File: src/rtl/ssc_pkg.sv
// Constants and types for the standby and conversion control block
package ssc_pkg;

  // Clock and conversion timing
  localparam int unsigned CLK_PERIOD_NS  = 10;
  localparam int unsigned CONV_TIME_NS   = 125_000_000;
  localparam int unsigned CONV_CYCLES    = (CONV_TIME_NS + CLK_PERIOD_NS - 1) / CLK_PERIOD_NS;
  localparam int unsigned FAST_RATE_HZ   = 8;
  // Fastest rate code: period of one conversion time, 1 s / FAST_RATE_HZ
  localparam logic [2:0]  RATE_FAST_CODE = 3'h7;

  // Register byte addresses
  localparam logic [7:0]  ADDR_CONFIG    = 8'h00;
  localparam logic [7:0]  ADDR_RATE      = 8'h04;
  localparam logic [7:0]  ADDR_ONESHOT   = 8'h08;
  localparam logic [7:0]  ADDR_STATUS    = 8'h0c;
  localparam logic [7:0]  ADDR_REMOTE    = 8'h10;
  localparam logic [7:0]  ADDR_LOCAL     = 8'h14;

  // Field positions
  localparam int unsigned CFG_RUN_STOP   = 0;
  localparam int unsigned RATE_LSB       = 0;
  localparam int unsigned STAT_BUSY      = 0;
  localparam int unsigned STAT_HW_SBY    = 1;
  localparam int unsigned STAT_SW_SBY    = 2;

  // Reset values
  localparam logic        RUN_STOP_RST   = 1'b0;
  localparam logic [2:0]  RATE_RST       = 3'h5;
  localparam logic [7:0]  TEMP_RST       = 8'h00;

  // Bus responses
  localparam logic [1:0]  RESP_OKAY      = 2'h0;
  localparam logic [1:0]  RESP_SLVERR    = 2'h2;

  typedef enum logic [1:0] {
    SSC_IDLE,
    SSC_REMOTE,
    SSC_LOCAL
  } ssc_state_e;

endpackage

File: src/rtl/ssc_top.sv
// Standby and conversion sequencing with an AXI4-Lite register slave
//
// Implementation choices: the register offsets and register access over AXI4-Lite.
`timescale 1ns/100ps

module ssc_top
  import ssc_pkg::*;
#(
  parameter int unsigned CONV_CYC = CONV_CYCLES
) (
  input  wire logic        MCLK,
  input  wire logic        ARST_N,
  input  wire logic        HW_STANDBY_N,
  input  wire logic [7:0]  ADC_DATA,
  output logic             ADC_EN,
  output logic             ADC_CH_LOCAL,
  input  wire logic        AWVALID,
  output logic             AWREADY,
  input  wire logic [7:0]  AWADDR,
  input  wire logic        WVALID,
  output logic             WREADY,
  input  wire logic [31:0] WDATA,
  input  wire logic [3:0]  WSTRB,
  output logic             BVALID,
  input  wire logic        BREADY,
  output logic [1:0]       BRESP,
  input  wire logic        ARVALID,
  output logic             ARREADY,
  input  wire logic [7:0]  ARADDR,
  output logic             RVALID,
  input  wire logic        RREADY,
  output logic [31:0]      RDATA,
  output logic [1:0]       RRESP
);

  localparam logic [31:0] REM_LAST = 32'(CONV_CYC / 2 - 1);
  localparam logic [31:0] LOC_LAST = 32'(CONV_CYC - CONV_CYC / 2 - 1);
  localparam logic [31:0] CONV_LEN = 32'(CONV_CYC);

  logic        hs_meta_q, hs_sync_q;
  logic        run_stop_q;
  logic [2:0]  rate_q;
  logic        aw_have_q, w_have_q, awready_q, wready_q, bvalid_q, arready_q, rvalid_q;
  logic [7:0]  aw_addr_q;
  logic [31:0] wdata_q;
  logic [3:0]  wstrb_q;
  logic [1:0]  bresp_q, rresp_q;
  logic [31:0] rdata_q;
  logic        oneshot_pend_q, auto_pend_q;
  logic [31:0] per_cnt_q, cnt_q, conv_len_q;
  ssc_state_e  state_q, state_d;
  logic [7:0]  rem_shadow_q, remote_q, local_q;
  logic        adc_en_q, adc_loc_q, busy_q;
  logic        hw_sby, wr_en, cfg_wr, rate_wr, one_wr, wr_ok, sw_set, abort, start, done;
  logic        rd_ok;
  logic [31:0] rd_word, period;

  // Only the second stage is read; the first may be metastable
  always_ff @(posedge MCLK or negedge ARST_N) begin
    if (!ARST_N) begin
      hs_meta_q <= 1'b1;
      hs_sync_q <= 1'b1;
    end else begin
      hs_meta_q <= HW_STANDBY_N;
      hs_sync_q <= hs_meta_q;
    end
  end
  assign hw_sby = !hs_sync_q;

  // Write address and data are taken in either order
  always_ff @(posedge MCLK or negedge ARST_N) begin
    if (!ARST_N) begin
      aw_have_q <= 1'b0;
      awready_q <= 1'b0;
      aw_addr_q <= 8'h00;
    end else if (AWVALID && awready_q) begin
      aw_have_q <= 1'b1;
      awready_q <= 1'b0;
      aw_addr_q <= AWADDR;
    end else if (bvalid_q && BREADY) begin
      aw_have_q <= 1'b0;
      awready_q <= 1'b1;
    end else if (!aw_have_q) begin
      awready_q <= 1'b1;
    end
  end

  always_ff @(posedge MCLK or negedge ARST_N) begin
    if (!ARST_N) begin
      w_have_q <= 1'b0;
      wready_q <= 1'b0;
      wdata_q  <= 32'h0000_0000;
      wstrb_q  <= 4'h0;
    end else if (WVALID && wready_q) begin
      w_have_q <= 1'b1;
      wready_q <= 1'b0;
      wdata_q  <= WDATA;
      wstrb_q  <= WSTRB;
    end else if (bvalid_q && BREADY) begin
      w_have_q <= 1'b0;
      wready_q <= 1'b1;
    end else if (!w_have_q) begin
      wready_q <= 1'b1;
    end
  end

  assign wr_en   = aw_have_q && w_have_q && !bvalid_q;
  always_comb begin
    cfg_wr  = 1'b0;
    rate_wr = 1'b0;
    one_wr  = 1'b0;
    wr_ok   = 1'b1;
    if (aw_addr_q == ADDR_CONFIG) begin
      cfg_wr = wr_en && wstrb_q[0];
    end else if (aw_addr_q == ADDR_RATE) begin
      rate_wr = wr_en && wstrb_q[0];
    end else if (aw_addr_q == ADDR_ONESHOT) begin
      one_wr = wr_en;
    end else if (aw_addr_q == ADDR_STATUS || aw_addr_q == ADDR_REMOTE ||
                 aw_addr_q == ADDR_LOCAL) begin
      wr_ok = 1'b1;
    end else begin
      wr_ok = 1'b0;
    end
  end

  // Read-only registers accept writes silently; unmapped addresses get an error
  always_ff @(posedge MCLK or negedge ARST_N) begin
    if (!ARST_N) begin
      bvalid_q <= 1'b0;
      bresp_q  <= RESP_OKAY;
    end else if (wr_en) begin
      bvalid_q <= 1'b1;
      bresp_q  <= wr_ok ? RESP_OKAY : RESP_SLVERR;
    end else if (BREADY) begin
      bvalid_q <= 1'b0;
    end
  end

  always_ff @(posedge MCLK or negedge ARST_N) begin
    if (!ARST_N) begin
      run_stop_q <= RUN_STOP_RST;
      rate_q     <= RATE_RST;
    end else begin
      if (cfg_wr) begin
        run_stop_q <= wdata_q[CFG_RUN_STOP];
      end
      if (rate_wr) begin
        rate_q <= wdata_q[RATE_LSB +: 3];
      end
    end
  end

  always_comb begin
    rd_ok   = 1'b1;
    rd_word = 32'h0000_0000;
    if (ARADDR == ADDR_CONFIG) begin
      rd_word[CFG_RUN_STOP] = run_stop_q;
    end else if (ARADDR == ADDR_RATE) begin
      rd_word[RATE_LSB +: 3] = rate_q;
    end else if (ARADDR == ADDR_ONESHOT) begin
      rd_word = 32'h0000_0000;
    end else if (ARADDR == ADDR_STATUS) begin
      rd_word[STAT_BUSY]   = busy_q;
      rd_word[STAT_HW_SBY] = hw_sby;
      rd_word[STAT_SW_SBY] = run_stop_q;
    end else if (ARADDR == ADDR_REMOTE) begin
      rd_word[7:0] = remote_q;
    end else if (ARADDR == ADDR_LOCAL) begin
      rd_word[7:0] = local_q;
    end else begin
      rd_ok = 1'b0;
    end
  end

  always_ff @(posedge MCLK or negedge ARST_N) begin
    if (!ARST_N) begin
      arready_q <= 1'b0;
      rvalid_q  <= 1'b0;
      rdata_q   <= 32'h0000_0000;
      rresp_q   <= RESP_OKAY;
    end else if (ARVALID && arready_q) begin
      arready_q <= 1'b0;
      rvalid_q  <= 1'b1;
      rdata_q   <= rd_word;
      rresp_q   <= rd_ok ? RESP_OKAY : RESP_SLVERR;
    end else if (rvalid_q && RREADY) begin
      rvalid_q  <= 1'b0;
      arready_q <= 1'b1;
    end else if (!rvalid_q) begin
      arready_q <= 1'b1;
    end
  end

  // Rate timer: period is one conversion time shifted left by RATE_FAST_CODE minus the rate code
  assign period = CONV_LEN << (RATE_FAST_CODE - rate_q);
  always_ff @(posedge MCLK or negedge ARST_N) begin
    if (!ARST_N) begin
      per_cnt_q <= 32'h0000_0000;
    end else if (hw_sby || run_stop_q || per_cnt_q >= period - 32'h1) begin
      per_cnt_q <= 32'h0000_0000;
    end else begin
      per_cnt_q <= per_cnt_q + 32'h1;
    end
  end

  // Set wins over the start clear for both pending requests; pin standby blocks both sets
  always_ff @(posedge MCLK or negedge ARST_N) begin
    if (!ARST_N) begin
      auto_pend_q    <= 1'b0;
      oneshot_pend_q <= 1'b0;
    end else begin
      if (!hw_sby && !run_stop_q && per_cnt_q >= period - 32'h1) begin
        auto_pend_q <= 1'b1;
      end else if (start || hw_sby || run_stop_q) begin
        auto_pend_q <= 1'b0;
      end
      if (one_wr && !hw_sby) begin
        oneshot_pend_q <= 1'b1;
      end else if (start || hw_sby) begin
        oneshot_pend_q <= 1'b0;
      end
    end
  end

  // A run/stop set that arrives mid-conversion is the software abort
  assign sw_set = cfg_wr && wdata_q[CFG_RUN_STOP] && !run_stop_q;
  assign abort  = hw_sby || sw_set;

  always_comb begin
    state_d = state_q;
    case (state_q)
      SSC_IDLE: begin
        if (!hw_sby && !sw_set && (oneshot_pend_q || (auto_pend_q && !run_stop_q))) begin
          state_d = SSC_REMOTE;
        end
      end
      SSC_REMOTE: begin
        if (abort) begin
          state_d = SSC_IDLE;
        end else if (cnt_q == REM_LAST) begin
          state_d = SSC_LOCAL;
        end
      end
      SSC_LOCAL: begin
        if (abort || cnt_q == LOC_LAST) begin
          state_d = SSC_IDLE;
        end
      end
      default: state_d = SSC_IDLE;
    endcase
  end
  assign start = (state_q == SSC_IDLE) && (state_d == SSC_REMOTE);
  assign done  = (state_q == SSC_LOCAL) && !abort && (cnt_q == LOC_LAST);

  always_ff @(posedge MCLK or negedge ARST_N) begin
    if (!ARST_N) begin
      state_q    <= SSC_IDLE;
      cnt_q      <= 32'h0000_0000;
      conv_len_q <= 32'h0000_0000;
      adc_en_q   <= 1'b0;
      adc_loc_q  <= 1'b0;
      busy_q     <= 1'b0;
    end else begin
      state_q    <= state_d;
      cnt_q      <= (state_d != state_q) ? 32'h0000_0000 : cnt_q + 32'h1;
      conv_len_q <= (state_q == SSC_IDLE) ? 32'h0000_0000 : conv_len_q + 32'h1;
      adc_en_q   <= (state_d != SSC_IDLE);
      adc_loc_q  <= (state_d == SSC_LOCAL);
      busy_q     <= (state_d != SSC_IDLE);
    end
  end

  // Results move only on a completed cycle; aborts drop the shadow
  always_ff @(posedge MCLK or negedge ARST_N) begin
    if (!ARST_N) begin
      rem_shadow_q <= TEMP_RST;
      remote_q     <= TEMP_RST;
      local_q      <= TEMP_RST;
    end else begin
      if (state_q == SSC_REMOTE && !abort && cnt_q == REM_LAST) begin
        rem_shadow_q <= ADC_DATA;
      end
      if (done) begin
        remote_q <= rem_shadow_q;
        local_q  <= ADC_DATA;
      end
    end
  end

  assign ADC_EN       = adc_en_q;
  assign ADC_CH_LOCAL = adc_loc_q;
  assign AWREADY      = awready_q;
  assign WREADY       = wready_q;
  assign BVALID       = bvalid_q;
  assign BRESP        = bresp_q;
  assign ARREADY      = arready_q;
  assign RVALID       = rvalid_q;
  assign RDATA        = rdata_q;
  assign RRESP        = rresp_q;
endmodule // ssc_top

File: config.mk
export PLATFORM = sky130hd
export DESIGN_NAME = ssc_top
export DESIGN_NICKNAME = d
export VERILOG_FILES = /design/src/rtl/ssc_pkg.sv /design/src/rtl/ssc_top.sv
export SDC_FILE = /design/constraint.sdc
export NUM_CORES = 1
export LEC_CHECK = 0
export ABC_AREA = 1
export BUFFER_PORTS_ARGS = -buffer_cell sky130_fd_sc_hd__buf_2
export CAP_MARGIN = 30
export CORE_MARGIN = 2
export CORE_UTILIZATION = 40
export DETAILED_ROUTE_END_ITERATION = 8
export GPL_ROUTABILITY_DRIVEN = 0
export PLACE_DENSITY = 0.6
export SKIP_CTS_REPAIR_TIMING = 1
export SYNTH_ARGS = -nofsm -noshare
export SYNTH_HDL_FRONTEND = slang
export SYNTH_SLANG_ARGS = --single-unit
File: constraint.sdc
create_clock -name MCLK -period 2.3 [get_ports MCLK]
set_input_delay 0 -clock MCLK [delete_from_list [all_inputs] [get_ports MCLK]]
set_output_delay 0 -clock MCLK [all_outputs]
set_load 0.02 [all_outputs]
==> results by group <==
Worst setup path
  • Slowest stage cell, crit path: dfstp_2
  • Worst Path Max Fanout: 8
  • Crit path cell chain: buf_12, clkinvlp_4, nor2_4, a21oi_2, ha_4, a21oi_2, o21ai_1, nand2_1, nand2_1, a21oi_2, nand3_4, clkbuf_16, nor2_1
  • Critical path startpoint category: register
  • Kind of critical path: register to register
  • Most used cell, CP: a21oi_2
  • Max incr delay on CP: around 0.6 ns
  • Required time of the critical path: ~2.7 ns
  • Critical Path End Type: register
  • Worst EP arrival: 2.76 ns

Clocking
  • Skew-Pair Late Insertion Delay: roughly 0.43 ns
  • CTS tree: done
  • Clk buf depth: 2
  • Total clock buffers created by CTS: 17
  • Clk root buf: clkbuf_16
  • Clock sinks: 129
  • CTS clock-pin slew for the worst setup and hold paths: around 0.06 ns
  • # H-tree levels: 4

Routing
  • Avg Vias per Cell: 4.93
  • DRT iter0 DRCs: approximately 410
  • First-pass iteration count of the detailed router: 5
  • Vias: 6,402
  • DRT Wirelength: 17.8 mm
  • # DRC: 0
  • Wire per inst: 13.7 um
  • DRT antenna net count: 0

Place
  • DPL Wire Length: ~13 mm
  • Dpl cell area: between 0.008 and 0.009 mm2
  • Number of port buffers: between 50 and 60

Yosys
  • Post-synth top area share: about two fifths
  • Syn_area_per_cell: around 8 um2
  • Post-synth EDFFs: 0
  • #FFs+latches synth: roughly 130
  • Leading area contributor after synthesis: dfrtp_1
  • Synth area leaders: dfrtp_1 42%, nand2_1 12%, nor2_1 6.8%, ha_1 4.8%, inv_1 4.6%
  • Top_reg_cell synth: dfrtp_1
  • Ys async rst share: 100%
  • Synth top cells by count: 231 x nand2_1, 136 x nor2_1, 125 x dfrtp_1
  • Mapped cell area: ~0.0075 mm2
  • YS warnings: 0
  • Post-synth cell types: 41
  • Sequential cell area fraction in the yosys report: 42.9%
  • Most frequent cell after synthesis: nand2_1
  • Cells after Synth: around 950

Floorplanning
  • Die area: between 0.015 and 0.02 mm2
  • Die Span X: around 140 um
  • IO Pins: around 110
  • Die Span Y: between 100 and 150 um
  • Initial core utilization: about two fifths
  • Core Rows: 50
  • Core ar.: around 0.019 mm2

STA
  • Setup Viol. Count Final: 32
  • Worst hold margin: -0.0159 ns
  • TNS Setup: -2.49 ns
  • Final Hold Fails: 1
  • Post-layout min period: about 2.4 ns
  • Slew HR: between 50% and 60%
  • FMAX: roughly 0.42 GHz
  • Unrepaired setup endpoints after global routing: true
  • Setup WS post-layout: -0.105 ns
  • Tcrit/Tclk final: 105%
  • Final slew viol count: 0
  • Clk_skew: ~0.012 ns
  • Worst-margin pin slew: between 0.6 and 0.7 ns

Global route
  • Initial antenna violation count: 0
  • Largest net degree at the start of global routing: 56
  • Grt ovf: 0
  • Gr usage total: roughly 19%
  • First-pass GRT wire length: between 20 and 30 mm
  • Vias in the first global route: approximately 6,100

Layout
  • Layout cells sized above 1: between 10% and 20%
  • Final Instance Area: just over 0.009 mm2
  • # diodes: 0
  • Layout Utilization: between 40% and 50%
  • Layout Nets: 1,148
  • Area growth syn-to-layout: 21.4%

Power
  • Total Power: 6.81 mW
  • Pleak: approximately 4.3 nW
  • Max VDD drop: roughly 0.00053 V
  • Power Density: approximately 740 mW/mm2

Outcome
  • Violated checks: hold timing, setup timing
  • Status: finished, violations left

Flow run
  • Max Cap Violations: 0

Worst hold path
  • Hold Crit Class: input port to register
-- cell families after synthesis --
kind of cell    count (synthesis)  share of synthesized area [%]
simple gates                  496                           28.5
buf+inv                       138                           9.13
flops                         129                           42.9
compound gates                 99                           7.80
xor+xnor                       49                           5.70
fa+ha+maj                      29                           4.82
mux                             7                           1.05
other cells                     2                         0.0997
-- routing by layer --
| layer | share of wire [%] | global-route usage (%) |
|---|---|---|
| met1 | 46 | 24.3 |
| met2 | 48 | 30.0 |
| met3 | 4.1 | 4.72 |
| met4 | 2.0 | 5.89 |
| met5 | 0 | 0 |
-- metrics by stage --
| stage | setup WS (ns) | instances |
|---|---|---|
| after CTS | -0.0176 | 1266 |
| after global placement | 0.0337 | 1234 |
| after floorplan | 0.0519 | 974 |
| after global routing | -0.213 | 1298 |
| after detailed placement | -0.0147 | 1234 |
| final | -0.105 | 1298 |
-- flip-flops by register name (all words and copies together) (netlist names), 2 cells and up --
register	flops
cnt_q	32
remote_q	8
RDATA	8
local_q	8
rem_shadow_q	8
aw_addr_q	8
rate_q	3
wdata_q	3
state_q	2
per_cnt_q	32
-- worst paths after layout --
path,slack (ns),to,startpoint,depth (start not counted)
setup reg to reg,-0.10,per_cnt_q[28],rate_q[2],13
max in group asynchronous,1.49,hs_meta_q,ARST_N,3
setup / recovery,-0.10,per_cnt_q[28],rate_q[2],13
min in group asynchronous,0.11,aw_addr_q[7],ARST_N,2
hold reg to reg,0.36,hs_sync_q,hs_meta_q,0
hold / removal,-0.02,w_have_q,WVALID,3
-- power by group --
group / leakage (nW) / internal (mW) / switching [mW] / total, mW
clock network: 0.293 / 1.57 / 1.14 / 2.71
registers: 1.63 / 2.54 / 0.207 / 2.74
logic: 2.36 / 0.511 / 0.841 / 1.35
total: 4.28 / 4.62 / 2.19 / 6.81
-- cell type report --
type	instances	area, um2
clock buffer	18	439
inverter	96	368
timing repair buffer	100	785
tap	234	293
clock inverter	14	155
multi-input combinational	707	3870
sequential	129	3230
fill	1836	9440
-- critical path, delay by kind of cell, from the launching register on --
family / cells / cell delay (ns)
and+or+nand+nor: 5 / 0.55
adders and majority gates: 1 / 0.16
AOI/OAI and AO/OA: 4 / 0.49
buffers and inverters: 3 / 0.53
DFF: 1 / 0.61
-- layout by cell type (no fill, tap or decap), drive strengths merged, types with 26 or more instances in the layout --
cell type	instances
dlygate4sd3	26
conb	27
nand2	233
nor2	140
buf	72
inv	104
a21oi	54
o21ai	33
nor3	38
xor2	33
ha	29
nand3	50
dfrtp	125
Power figures use the tool's default switching activity.
